[src/pwm_pkg.sv]
/*
  Shared constants and types for the PWM core: register map, field
  positions, reset values, duty scaling and start-up timing.
  Assumes a single master clock at 50 MHz driving the whole core.
*/
package pwm_pkg;

  // ----------------------------------------------------------------
  // Timing
  // ----------------------------------------------------------------
  localparam int CLK_PERIOD_NS = 20;      // mclk period
  localparam int MASTER_PERIOD_NS = 20;   // master_period, one mclk
  localparam int STARTUP_PERIODS = 500;   // startup_interval in master periods
  localparam int STARTUP_CYCLES = (STARTUP_PERIODS * MASTER_PERIOD_NS + CLK_PERIOD_NS - 1) / CLK_PERIOD_NS;
  localparam int CODE_DELAY_UNIT = 16;    // code_change_delay multiplier
  localparam int CODE_DELAY_OFFSET = 6;   // code_change_delay offset

  // ----------------------------------------------------------------
  // Register map (byte addresses)
  // ----------------------------------------------------------------
  localparam logic [3:0] CTRL_OFFSET = 4'h0;
  localparam logic [3:0] STATUS_OFFSET = 4'h4;

  // Control fields
  localparam int CTRL_DUTY_LSB = 0;
  localparam int DUTY_W = 11;
  localparam int CTRL_CLAMP_LO_BIT = 16;
  localparam int CTRL_CLAMP_HI_BIT = 17;
  localparam logic [10:0] CTRL_DUTY_RST = 11'h000;
  localparam logic CTRL_CLAMP_RST = 1'b0;

  // Status fields
  localparam int STATUS_CODE_LSB = 0;
  localparam int STATUS_INVERT_BIT = 4;
  localparam int STATUS_RUN_BIT = 8;
  localparam int STATUS_PWM_BIT = 9;
  localparam int STATUS_RESOLVED_BIT = 10;

  // ----------------------------------------------------------------
  // Duty scaling: 0x400 is full period
  // ----------------------------------------------------------------
  localparam int DUTY_FRAC_BITS = 10;
  localparam logic [10:0] DUTY_FULL = 11'h400;
  localparam logic [10:0] DUTY_CLAMP_LO = 11'h033;  // 5 percent
  localparam logic [10:0] DUTY_CLAMP_HI = 11'h3CD;  // 95 percent

  // Run state of the output stage
  typedef enum logic {ST_STARTUP, ST_RUN} run_state_t;

endpackage

[src/code_filter.sv]
/*
  Divider-select code filter: synchronises the code pins and accepts a
  new code only after it has held still for the code change delay.
  Assumes the code pins are asynchronous to mclk.
*/
`timescale 1ns/10ps
module code_filter #(
  parameter int CODE_W = 4,
  parameter int CNT_W = 9
) (
  // Clock and reset
  input wire logic mclk,
  input wire logic rst_n,
  // Raw code from the converter
  input wire logic [CODE_W-1:0] code_pin,
  // Accepted code
  output logic [CODE_W-1:0] code,
  output logic resolved
);

  // ----------------------------------------------------------------
  // State
  // ----------------------------------------------------------------
  logic [CODE_W-1:0] s1_q, s2_q, s3_q;     // Synchroniser stages
  logic [CODE_W-1:0] cand_q, cand_d;       // Candidate code
  logic [CODE_W-1:0] code_q, code_d;       // Accepted code
  logic [CNT_W-1:0] cnt_q, cnt_d;          // Stability counter
  logic resolved_q, resolved_d;            // First code accepted
  logic [CODE_W-1:0] delta;                // Code difference
  logic [CNT_W-1:0] need;                  // Required stable cycles

  // Next-state logic of the filter
  always_comb begin
    delta = (cand_q >= code_q) ? cand_q - code_q : code_q - cand_q;
    // Initial resolve uses a zero difference
    if (!resolved_q) begin
      delta = '0;
    end
    need = CNT_W'((int'(delta) + pwm_pkg::CODE_DELAY_OFFSET) * pwm_pkg::CODE_DELAY_UNIT);
    cand_d = cand_q;
    code_d = code_q;
    cnt_d = cnt_q;
    resolved_d = resolved_q;
    if (s2_q != s3_q) begin
      // Input still moving: restart the wait
      cnt_d = '0;
    end else if (s3_q != cand_q) begin
      // New stable value: becomes the candidate
      cand_d = s3_q;
      cnt_d = '0;
    end else if (!resolved_q || cand_q != code_q) begin
      // Keep watching while running
      if (cnt_q == need - 1'b1) begin
        code_d = cand_q;
        resolved_d = 1'b1;
        cnt_d = '0;
      end else begin
        cnt_d = cnt_q + 1'b1;
      end
    end
  end

  // Registers; first stage feeds only the second
  always_ff @(posedge mclk or negedge rst_n) begin
    if (!rst_n) begin
      s1_q <= '0;
      s2_q <= '0;
      s3_q <= '0;
      cand_q <= '0;
      code_q <= '0;
      cnt_q <= '0;
      resolved_q <= 1'b0;
    end else begin
      s1_q <= code_pin;
      s2_q <= s1_q;
      s3_q <= s2_q;
      cand_q <= cand_d;
      code_q <= code_d;
      cnt_q <= cnt_d;
      resolved_q <= resolved_d;
    end
  end

  assign code = code_q;
  assign resolved = resolved_q;
endmodule

[src/pwm_core.sv]
/*
  PWM core: duty command, clamps, output inversion, divider-select
  handling and the start-up interval, with an Avalon-MM slave.
  Assumes one 50 MHz master clock and asynchronous code pins.
*/
//
// Contract
// Invert setting complements the PWM output
// Inverted one-side clamps give mirrored ranges
// Inversion moves single clamp to other end
// Both-clamped keeps toggling; unclamped may rest (at ratio 1 the output rests even when both-clamped)
// Keep sampling divider code while running
// Accept code after 16 x (delta+6) cycles
// Accept only stable code, no intermediate steps
// Switch ratio and polarity without glitches
// Output held low during start-up
// Start-up lasts 500 cycles, any ratio
// Resolve divider code before enabling output
// Non-inverted first pulse has correct width
// Inverted first pulse at least quarter period
// Code sets divide ratio and inversion
// Ratios 1 to 16384 by powers four
// Clamps limit duty to 5..95 percent
// Duty command is a sampled digital value
// Compare, then clamp, then invert output
`timescale 1ns/10ps
module pwm_core #(
  parameter int CODE_W = 4,
  parameter int CNT_W = 15
) (
  // Clock and reset
  input wire logic mclk,
  input wire logic rst_n,
  // Avalon-MM slave
  input wire logic [3:0] address,
  input wire logic read,
  input wire logic write,
  input wire logic [31:0] writedata,
  input wire logic [3:0] byteenable,
  output logic [31:0] readdata,
  output logic waitrequest,
  // Divider select code pins
  input wire logic [CODE_W-1:0] divider_select_code,
  // PWM output pin
  output logic pwm_out
);

  // ----------------------------------------------------------------
  // Helper functions
  // ----------------------------------------------------------------

  // Shift of the divide ratio; upper codes mirror the lower ones
  function automatic logic [3:0] shift_of(input logic [CODE_W-1:0] c);
    logic [2:0] idx;
    idx = c[3] ? ~c[2:0] : c[2:0];
    return {idx, 1'b0};
  endfunction

  // Divide ratio of a code
  function automatic logic [CNT_W-1:0] ratio_of(input logic [CODE_W-1:0] c);
    return CNT_W'(1) << shift_of(c);
  endfunction

  // High-time threshold, before inversion
  function automatic logic [CNT_W-1:0] thr_of(
    input logic [10:0] duty,
    input logic lo,
    input logic hi,
    input logic [CODE_W-1:0] c
  );
    logic [10:0] d;
    logic [25:0] p;
    logic [CNT_W-1:0] r;
    logic [CNT_W-1:0] t;
    d = duty;
    // Saturate above full scale
    if (d > pwm_pkg::DUTY_FULL) begin
      d = pwm_pkg::DUTY_FULL;
    end
    // Clamps act on the non-inverted duty
    if (lo && d < pwm_pkg::DUTY_CLAMP_LO) begin
      d = pwm_pkg::DUTY_CLAMP_LO;
    end
    if (hi && d > pwm_pkg::DUTY_CLAMP_HI) begin
      d = pwm_pkg::DUTY_CLAMP_HI;
    end
    p = 26'(d) << shift_of(c);
    t = p[pwm_pkg::DUTY_FRAC_BITS +: CNT_W];
    r = ratio_of(c);
    // Short periods: keep a clamped end from resting
    if (lo && t == '0 && r > CNT_W'(1)) begin
      t = CNT_W'(1);
    end
    if (hi && t >= r && r > CNT_W'(1)) begin
      t = r - CNT_W'(1);
    end
    return t;
  endfunction

  // ----------------------------------------------------------------
  // Divider code filter
  // ----------------------------------------------------------------
  logic [CODE_W-1:0] filt_code;  // Accepted code
  logic filt_resolved;           // First code resolved

  code_filter #(
    .CODE_W(CODE_W),
    .CNT_W(9)
  ) u_filter (
    .mclk(mclk),
    .rst_n(rst_n),
    .code_pin(divider_select_code),
    .code(filt_code),
    .resolved(filt_resolved)
  );

  // ----------------------------------------------------------------
  // Register file
  // ----------------------------------------------------------------
  logic [10:0] duty_q, duty_d;        // Duty command
  logic lo_q, lo_d;                   // Low clamp enable
  logic hi_q, hi_d;                   // High clamp enable
  logic ack_q, ack_d;                 // Second cycle of a request
  logic [31:0] rdata_q, rdata_d;      // Read data
  logic [31:0] ctrl_word;             // Control word as read
  logic [31:0] status_word;           // Status word as read
  logic [31:0] wmask;                 // Byte lane mask
  logic [31:0] ctrl_new;              // Control after a write

  // Output stage state, declared here for the status word
  pwm_pkg::run_state_t state_q, state_d;
  logic [8:0] start_cnt_q, start_cnt_d;   // Start-up counter
  logic [CNT_W-1:0] cnt_q, cnt_d;         // Period counter
  logic [CODE_W-1:0] code_q, code_d;      // Applied code
  logic [CNT_W-1:0] thr_q, thr_d;         // Applied threshold
  logic first_q, first_d;                 // First period flag
  logic pwm_q, pwm_d;                     // Output level
  logic running;                          // Start-up finished
  logic [CNT_W-1:0] cur_ratio;            // Applied divide ratio

  // Bus decode and register next values
  always_comb begin
    ctrl_word = 32'h0000_0000;
    ctrl_word[pwm_pkg::CTRL_DUTY_LSB +: pwm_pkg::DUTY_W] = duty_q;
    ctrl_word[pwm_pkg::CTRL_CLAMP_LO_BIT] = lo_q;
    ctrl_word[pwm_pkg::CTRL_CLAMP_HI_BIT] = hi_q;
    status_word = 32'h0000_0000;
    status_word[pwm_pkg::STATUS_CODE_LSB +: CODE_W] = code_q;
    status_word[pwm_pkg::STATUS_INVERT_BIT] = code_q[3];
    status_word[pwm_pkg::STATUS_RUN_BIT] = running;
    status_word[pwm_pkg::STATUS_PWM_BIT] = pwm_q;
    status_word[pwm_pkg::STATUS_RESOLVED_BIT] = filt_resolved;
    wmask = {{8{byteenable[3]}}, {8{byteenable[2]}}, {8{byteenable[1]}}, {8{byteenable[0]}}};
    ctrl_new = (ctrl_word & ~wmask) | (writedata & wmask);
    // One wait state on every access
    ack_d = (read || write) && !ack_q;
    rdata_d = rdata_q;
    duty_d = duty_q;
    lo_d = lo_q;
    hi_d = hi_q;
    // Read data captured in the wait cycle
    if (read && !ack_q) begin
      if (address == pwm_pkg::CTRL_OFFSET) begin
        rdata_d = ctrl_word;
      end else if (address == pwm_pkg::STATUS_OFFSET) begin
        rdata_d = status_word;
      end else begin
        rdata_d = 32'h0000_0000;
      end
    end
    // Write lands when waitrequest is low
    if (write && ack_q) begin
      if (address == pwm_pkg::CTRL_OFFSET) begin
        duty_d = ctrl_new[pwm_pkg::CTRL_DUTY_LSB +: pwm_pkg::DUTY_W];
        lo_d = ctrl_new[pwm_pkg::CTRL_CLAMP_LO_BIT];
        hi_d = ctrl_new[pwm_pkg::CTRL_CLAMP_HI_BIT];
      end
    end
  end

  // Bus registers
  always_ff @(posedge mclk or negedge rst_n) begin
    if (!rst_n) begin
      duty_q <= pwm_pkg::CTRL_DUTY_RST;
      lo_q <= pwm_pkg::CTRL_CLAMP_RST;
      hi_q <= pwm_pkg::CTRL_CLAMP_RST;
      ack_q <= 1'b0;
      rdata_q <= 32'h0000_0000;
    end else begin
      duty_q <= duty_d;
      lo_q <= lo_d;
      hi_q <= hi_d;
      ack_q <= ack_d;
      rdata_q <= rdata_d;
    end
  end

  assign waitrequest = (read || write) && !ack_q;
  assign readdata = rdata_q;

  // ----------------------------------------------------------------
  // Output stage
  // ----------------------------------------------------------------
  logic [CNT_W-1:0] nxt_ratio;   // Ratio of the next cycle
  logic [CNT_W-1:0] first_thr;   // Rise point, first inverted period

  assign running = (state_q == pwm_pkg::ST_RUN);
  assign cur_ratio = ratio_of(code_q);

  // Start-up, period counting and output level
  always_comb begin
    state_d = state_q;
    start_cnt_d = start_cnt_q;
    cnt_d = cnt_q;
    code_d = code_q;
    thr_d = thr_q;
    first_d = first_q;
    pwm_d = 1'b0;
    case (state_q)
      pwm_pkg::ST_STARTUP: begin
        // Fixed interval, then wait for a resolved code
        if (start_cnt_q != 9'(pwm_pkg::STARTUP_CYCLES - 1)) begin
          start_cnt_d = start_cnt_q + 1'b1;
        end else if (filt_resolved) begin
          state_d = pwm_pkg::ST_RUN;
          code_d = filt_code;
          cnt_d = '0;
          thr_d = thr_of(duty_q, lo_q, hi_q, filt_code);
          first_d = 1'b1;
        end
      end
      default: begin
        // New code and duty only at a period boundary
        if (cnt_q == cur_ratio - 1'b1) begin
          cnt_d = '0;
          code_d = filt_code;
          thr_d = thr_of(duty_q, lo_q, hi_q, filt_code);
          first_d = 1'b0;
        end else begin
          cnt_d = cnt_q + 1'b1;
        end
      end
    endcase
    nxt_ratio = ratio_of(code_d);
    first_thr = nxt_ratio - (nxt_ratio >> 2);
    if (thr_d < first_thr) begin
      first_thr = thr_d;
    end
    if (state_d == pwm_pkg::ST_RUN) begin
      if (first_d && code_d[3]) begin
        // Inverted first pulse: high for at least a quarter
        pwm_d = (cnt_d >= first_thr);
      end else begin
        // Compare, then invert the clamped result
        pwm_d = (cnt_d < thr_d) ^ code_d[3];
      end
    end
  end

  // Output stage registers; output low out of reset
  always_ff @(posedge mclk or negedge rst_n) begin
    if (!rst_n) begin
      state_q <= pwm_pkg::ST_STARTUP;
      start_cnt_q <= 9'h000;
      cnt_q <= '0;
      code_q <= '0;
      thr_q <= '0;
      first_q <= 1'b0;
      pwm_q <= 1'b0;
    end else begin
      state_q <= state_d;
      start_cnt_q <= start_cnt_d;
      cnt_q <= cnt_d;
      code_q <= code_d;
      thr_q <= thr_d;
      first_q <= first_d;
      pwm_q <= pwm_d;
    end
  end

  assign pwm_out = pwm_q;
endmodule

[config.mk]
export PLATFORM = sky130hd
export DESIGN_NAME = pwm_core
export DESIGN_NICKNAME = d
export VERILOG_FILES = /design/src/pwm_pkg.sv /design/src/code_filter.sv /design/src/pwm_core.sv
export SDC_FILE = /design/constraint.sdc
export NUM_CORES = 1
export LEC_CHECK = 0
export BUFFER_PORTS_ARGS = -buffer_cell sky130_fd_sc_hd__buf_2
export CAP_MARGIN = 10
export CORE_MARGIN = 2
export CORE_UTILIZATION = 59
export DETAILED_ROUTE_END_ITERATION = 6
export GPL_TIMING_DRIVEN = 0
export PLACE_DENSITY = 0.88
export REMOVE_ABC_BUFFERS = 1
export SLEW_MARGIN = 0
export SYNTH_ARGS = -nofsm -noshare
export SYNTH_HDL_FRONTEND = slang
export SYNTH_HIERARCHICAL = 1
export SYNTH_SLANG_ARGS = --single-unit
[constraint.sdc]
create_clock -name mclk -period 10.6 [get_ports mclk]
set_clock_uncertainty 0.2 [all_clocks]
set_input_delay 1.06 -clock mclk [delete_from_list [all_inputs] [get_ports mclk]]
set_output_delay 1.06 -clock mclk [all_outputs]
set_load 0.01 [all_outputs]
Yosys cells after proc, flatten, opt, wreduce, memory -nomap -nowiden:

Index checks and enable logic that the tools add are counted.

* register bits: 122
* output and inout bits: 34

* reductions and logical operators: 28
* equal/unequal tests: 7
* shift operators: 5
* multiplexer cells: 62
* bitwise gates (word level): 11
* magnitude comparators: 12
* $add $sub $neg: 10

Operators with widths (number)
* two-way mux 15 bit: 18
* two-way mux 11 bit: 21
* << shifter 11 x 4 -> 25 bit: 2
* >= comparator 15 bit: 3
* << shifter 1 x 4 -> 15 bit (first input constant): 3
* AND 18 bit: 2
* two-way mux 9 bit: 4
* two-way mux 32 bit: 1
* zero test 15 bit: 2
* less-than comparator 15 bit: 2
* subtractor 15 x 1 -> 15 bit (second input constant): 2
* two-way mux 4 bit: 6
* greater-than comparator 11 x 10 -> 1 bit (second input constant): 2
* less-than comparator 11 x 6 -> 1 bit (second input constant): 2
* adder 9 x 1 -> 9 bit (second input constant): 2
* NOT 18 bit: 1
* OR 18 bit: 1
* logical AND 1 bit: 16
* adder 15 x 1 -> 15 bit (second input constant): 1
* equality test 15 bit: 1
* greater-than comparator 15 x 1 -> 1 bit (second input constant): 1
* subtractor 15 x 13 -> 15 bit: 1
* != test 4 bit: 3
* greater-than comparator 11 bit (second input constant): 1
* 18 further kinds: 37

Depth between registers and ports, before layout:

* depth after elaboration: 37
* mapped depth: 45
* mapped depth without buffers: 41

By module:

Netlist, hierarchy kept.

By module, submodules not included
* pwm_core: cells an instance 779, area an instance 6602.6 sq um, seq. area each 1826.8 sq um, instances 1
* code_filter: cells an instance 181, area an instance 1823.0 sq um, seq. area each 750.7 sq um, instances 1

Worst setup path after synthesis:

Ideal clock, no wire load.

* path type: register to register
* start point: reg code_q[2]
* end point: reg pwm_q, in the netlist pwm_out
* data required time: 10.281 ns
* stages on the path, launching flop included: 44
* slack: 1.371 ns
* setup time: 0.119 ns
* arrival: 8.910 ns
* path through: dfrtp_1 clkbuf_1 clkbuf_1 nand2_1 o22a_1 ha_1 clkbuf_1 xor2_1 or3_1 a2111oi_0 o2111ai_1 mux2i_1 buf_2 mux2i_1 xnor2_1 nor3_1 ha_1 inv_1 (+8 left out) o21ai_0 a211oi_2 a2111oi_4 buf_6 mux2i_1 ha_1 nor2b_1 o21a_1 o21a_1 o21a_1 o21a_1 o31a_1 o2111ai_1 a21oi_1 o2111ai_1 nand2_1 a2bb2oi_1 o21a_1

* cells in the longest elaborated chain, start to end: 16
* elaborated cells on any way between the ends: 27

RTL lines
* start, declared: RTL line pwm_core.sv:134 `logic [CODE_W-1:0] code_q, code_d;`
* start signal, assigned: RTL line pwm_core.sv:274 `code_q <= code_d;`
* NOT 3 bit: RTL line pwm_core.sv:55 `idx = c[3] ? ~c[2:0] : c[2:0];`
* two-way mux 3 bit: RTL line pwm_core.sv:55
* << shifter 1 x 4 -> 15 bit: RTL line pwm_core.sv:61 `return CNT_W'(1) << shift_of(c);`
* subtractor 15 x 1 -> 15 bit: RTL line pwm_core.sv:234 `if (cnt_q == cur_ratio - 1'b1) begin`
* equality test 15 bit: RTL line pwm_core.sv:234
* two-way mux 4 bit: RTL line pwm_core.sv:234
* two-way mux 4 bit: RTL line pwm_core.sv:219 `case (state_q)`
* NOT 3 bit: RTL line pwm_core.sv:55
* two-way mux 3 bit: RTL line pwm_core.sv:55
* << shifter 1 x 4 -> 15 bit: RTL line pwm_core.sv:61
* subtractor 15 x 13 -> 15 bit: RTL line pwm_core.sv:245 `first_thr = nxt_ratio - (nxt_ratio >> 2);`
* less-than comparator 15 bit: RTL line pwm_core.sv:246 `if (thr_d < first_thr) begin`
* two-way mux 15 bit: RTL line pwm_core.sv:246
* >= comparator 15 bit: RTL line pwm_core.sv:252 `pwm_d = (cnt_d >= first_thr);`
* two-way mux 1 bit (*): RTL line pwm_core.sv:250 `if (first_d && code_d[3]) begin`
* two-way mux 1 bit (*): RTL line pwm_core.sv:249 `if (state_d == pwm_pkg::ST_RUN) begin`
* via pwm_d: RTL line pwm_core.sv:137 `logic pwm_q, pwm_d;`
* end signal, assigned: RTL line pwm_core.sv:277 `pwm_q <= pwm_d;`
* end, declared: RTL line pwm_core.sv:137

Mark *: on every way through the listed nets, which the timed path passes. The rest lies on a longest branch.
A chain may end at the register's enable or synchronous reset.

Final worst setup path:

* start point: reg code_q[3]
* end point: reg pwm_q, in the netlist pwm_out

* cells in the longest elaborated chain, start to end: 15
* elaborated cells on any way between the ends: 26

RTL lines (RTL line)
* two-way mux 3 bit: pwm_core.sv:55
* << shifter 1 x 4 -> 15 bit: pwm_core.sv:61
* subtractor 15 x 1 -> 15 bit: pwm_core.sv:234
* equality test 15 bit: pwm_core.sv:234
* two-way mux 4 bit: pwm_core.sv:234
* two-way mux 4 bit: pwm_core.sv:219
* NOT 3 bit: pwm_core.sv:55
* two-way mux 3 bit: pwm_core.sv:55
* << shifter 1 x 4 -> 15 bit: pwm_core.sv:61
* subtractor 15 x 13 -> 15 bit: pwm_core.sv:245
* less-than comparator 15 bit: pwm_core.sv:246
* two-way mux 15 bit: pwm_core.sv:246
* >= comparator 15 bit: pwm_core.sv:252
* two-way mux 1 bit (*): pwm_core.sv:250
* two-way mux 1 bit (*): pwm_core.sv:249
* via pwm_d: pwm_core.sv:137

Marked as above.

==> results.toml <==
[run_status]
run_status = "complete, no violations"

[cells_and_area]
multiInputGateArea_sq_um = 5430
n_antenna_cell = 0
register_area_sq_um = 2580
layoutNonFillerInstCount = 1169
final_nets = 1104
area_growth_pct = 7.66
post_route_cells_drive_above_1_share_pct = 13.3
fill_cells = 1044

[job]
drv.max_cap_violation_count = 0

[yosys]
syn-mean-instance-area_sq_um = 8.78
ys_seq_area_share_pct = 30.6
yosysMostFrequentCell = "dfrtp_1"
synthDistinctLibCells = 84
netlist_top_cells_count = "dfrtp_1, nand2_1, ha_1, o21ai_0, a21oi_1"
synth_top_area_cell = "dfrtp_1"
syn-cell-area_sq_um = 8430
netlist_top_cells_area = "dfrtp_1, ha_1, o21ai_0"
synth.top_cell.area_share_pct = 30.6
ys_seq_elements = 103
async_reset_ff_share_pct = 100
synth_ff_type = "dfrtp_1"
synth-warning-count = 6
synth_cells = 960
synth-edff-count = 0

[detailed_routing]
via_cell_ratio = 6.41
post-route-drc-count = 0
detail_route.first_pass.iterations = 7
ant_nets = 0
drt_wl_cell_um = 18.0
route.final.wire_length_um = 21000
vias = 7492
initialDrtViolationCount = 717

[pwr]
irDropWorstVdd_uv = 78.6
power.density_nw_per_um2 = 101
p_leak_nw = 4.25

[critical_path]
timing.critical_path.slowest_stage_cell = "dfrtp_2"
timing.critical_path.arrival_ns = 10.06
critical_path.endpoint_type = "flip-flop"
path_class = "reg -> reg"
worstPathRequired_ns = 10.64
cp-start-kind = "flip-flop"
cell_type_with_the_highest_occurrence_count_on_the_critical_path = "o21a_1"
crit_fanout = 20
critPathMaxStageDelay_ns = 0.56

[die]
floorplan.initialDensity_pct = 60.5
width_of_the_chip_um = 124
placeableCoreArea_sq_um = 13900
placementRows = 43
die_y_um = 124
design.portCount = 82
die-area_sq_um = 15300

[sta]
period_needed_ns = 10.02
final_critical_path_share_of_the_clock_period_pct = 94.5
fin_setup_tns_ns = 0
maxSlewViolCount = 0
timing.slew.headroom_pct = 26.6
clock.fmax_mhz = 99.8
finalHoldViolCount = 0
final-setup-viol-count = 0
tightestPinTransition_ns = 1.10

[placement]
place.port_buffers = 42
hpwl_um = 14900
place_inst = 1143
finalWeightedCongestion = 0.973

[clock_network]
clock_sinks = 103
ctsHoldBuffers = 0
number_of_h_tree_levels = 3
clkLatencyLatePin_ns = 0.36
cts_root_buffer = "clkbuf_16"
cts_buffers = 9
cts-root-to-sink-buffers = 2
clock_transition_at_path_regs_ns = 0.07
tritoncts = "yes"

[global_route]
first_global_vias = 6906
globalRouteTotalUtil_pct = 27.6
grt.overflow.total = 0
grt_antenna_before_repair = 0
grt_pass1_wl_um = 33400
grt_max_degree = 57

[worst_hold_path]
hp-class = "reg -> reg"
==> per-stage QoR <==
step | utilization, % | hold WS, ns | area, sq um | setup WS, ns | power, mW
2_1_floorplan | - | 0.131 | 8170 | -0.231 | 0.537
3_3_place_gp | 61.7 | 0.134 | 8600 | -2.27 | 0.578
3_5_place_dp | 62.2 | 0.135 | 8670 | -1.23 | 0.585
4_1_cts | 64.8 | 0.145 | 9030 | 0.0914 | 0.918
5_1_grt | 65.1 | 0.155 | 9070 | -0.00625 | 0.958
6_report | 65.1 | 0.145 | 9070 | 0.579 | 0.920
==> cell type report <==
type / count / share of cell area (%)
multi-input cells: 760 / 59.9
clock inverters: 5 / 0.621
inverters: 56 / 2.32
repair buffers: 55 / 3.61
flip-flops and latches: 103 / 28.4
clock buffers: 10 / 2.63
well taps: 180 / 2.48
==> routing by layer <==
layer / up-vias / GRT usage [%] / share of wire (%)
met1: 3568 / 36.0 / 42
met2: 348 / 45.5 / 47
li1: 3508 / - / -
met3: 68 / 4.94 / 7.5
met5: - / 0 / 0
met4: 0 / 10.9 / 3.0
==> worst paths after layout <==
check / endpoint / cells after the start / from / slack, ns
setup reg to reg: pwm_out$_DFF_PN0_ / 40 / code_q[3]$_DFF_PN0_ / 0.58
min in group asynchronous: u_filter/cnt_q[6]$_DFFE_PN0P_ / 1 / rst_n / 0.51
hold reg to reg: u_filter/s2_q[0]$_DFF_PN0_ / 0 / u_filter/s1_q[0]$_DFF_PN0_ / 0.14
hold / removal: u_filter/s2_q[0]$_DFF_PN0_ / 0 / u_filter/s1_q[0]$_DFF_PN0_ / 0.14
max in group asynchronous: code_q[2]$_DFF_PN0_ / 2 / rst_n / 8.99
setup / recovery: pwm_out$_DFF_PN0_ / 40 / code_q[3]$_DFF_PN0_ / 0.58
==> power breakdown <==
group          internal [mW]  switching [mW]
Sequential             0.409          0.0286
Combinational         0.0571          0.0891
Clock                  0.188           0.148
==> critical path, delay by kind of cell, from the launching register on <==
kind / cells / cell delay (ns)
AND/OR/NAND/NOR: 8 / 1.87
adder cells (fa/ha/maj): 5 / 1.62
multiplexers: 3 / 0.93
XOR/XNOR: 3 / 0.68
buffers and inverters: 2 / 0.26
flip-flops: 1 / 0.56
AO/OA/AOI/OAI: 19 / 3.74
==> logic make-up (layout without fill, tap and decap cells) <==
group / after synthesis / after routing / share of synthesized area, %
and+or+nand+nor: 301 / 301 / 18.4
AOI/OAI and AO/OA: 264 / 264 / 21.5
buffers and inverters: 116 / 126 / 6.34
DFF: 103 / 103 / 30.6
adders and majority gates: 71 / 71 / 10.8
muxes: 55 / 56 / 7.19
xor gates and xnor gates: 48 / 48 / 4.99
other: 2 / 20 / 0.0891
==> cell usage in the layout (no fill, tap or decap), types with 11 or more instances in the layout <==
master | Yosys | routed
a21oi_1 | 59 | 59
xor2_1 | 26 | 26
nor3_1 | 19 | 18
conb_1 | 2 | 20
buf_4 | 19 | 12
nand3_1 | 33 | 33
mux2_2 | 28 | 28
a21o_1 | 20 | 20
buf_2 | 4 | 42
nor2_1 | 55 | 55
nand4_1 | 12 | 12
o21ai_0 | 68 | 68
xnor2_1 | 22 | 22
nor2b_1 | 11 | 11
ha_1 | 68 | 68
mux2i_1 | 23 | 20
a211oi_1 | 15 | 15
dfrtp_1 | 103 | 101
and3_1 | 19 | 19
nand2b_1 | 17 | 17
inv_1 | 56 | 56
nand2_1 | 84 | 84
==> what timing repair did <==
action / in CTS / in global routing
pin swaps: 1 / 1
gates cloned: 1 / 0
endpoints found under the setup margin: 1 / 1
buffers inserted: 7 / 2
resized for setup: 1 / 5
Note: power is estimated with default switching activity, not from simulation.
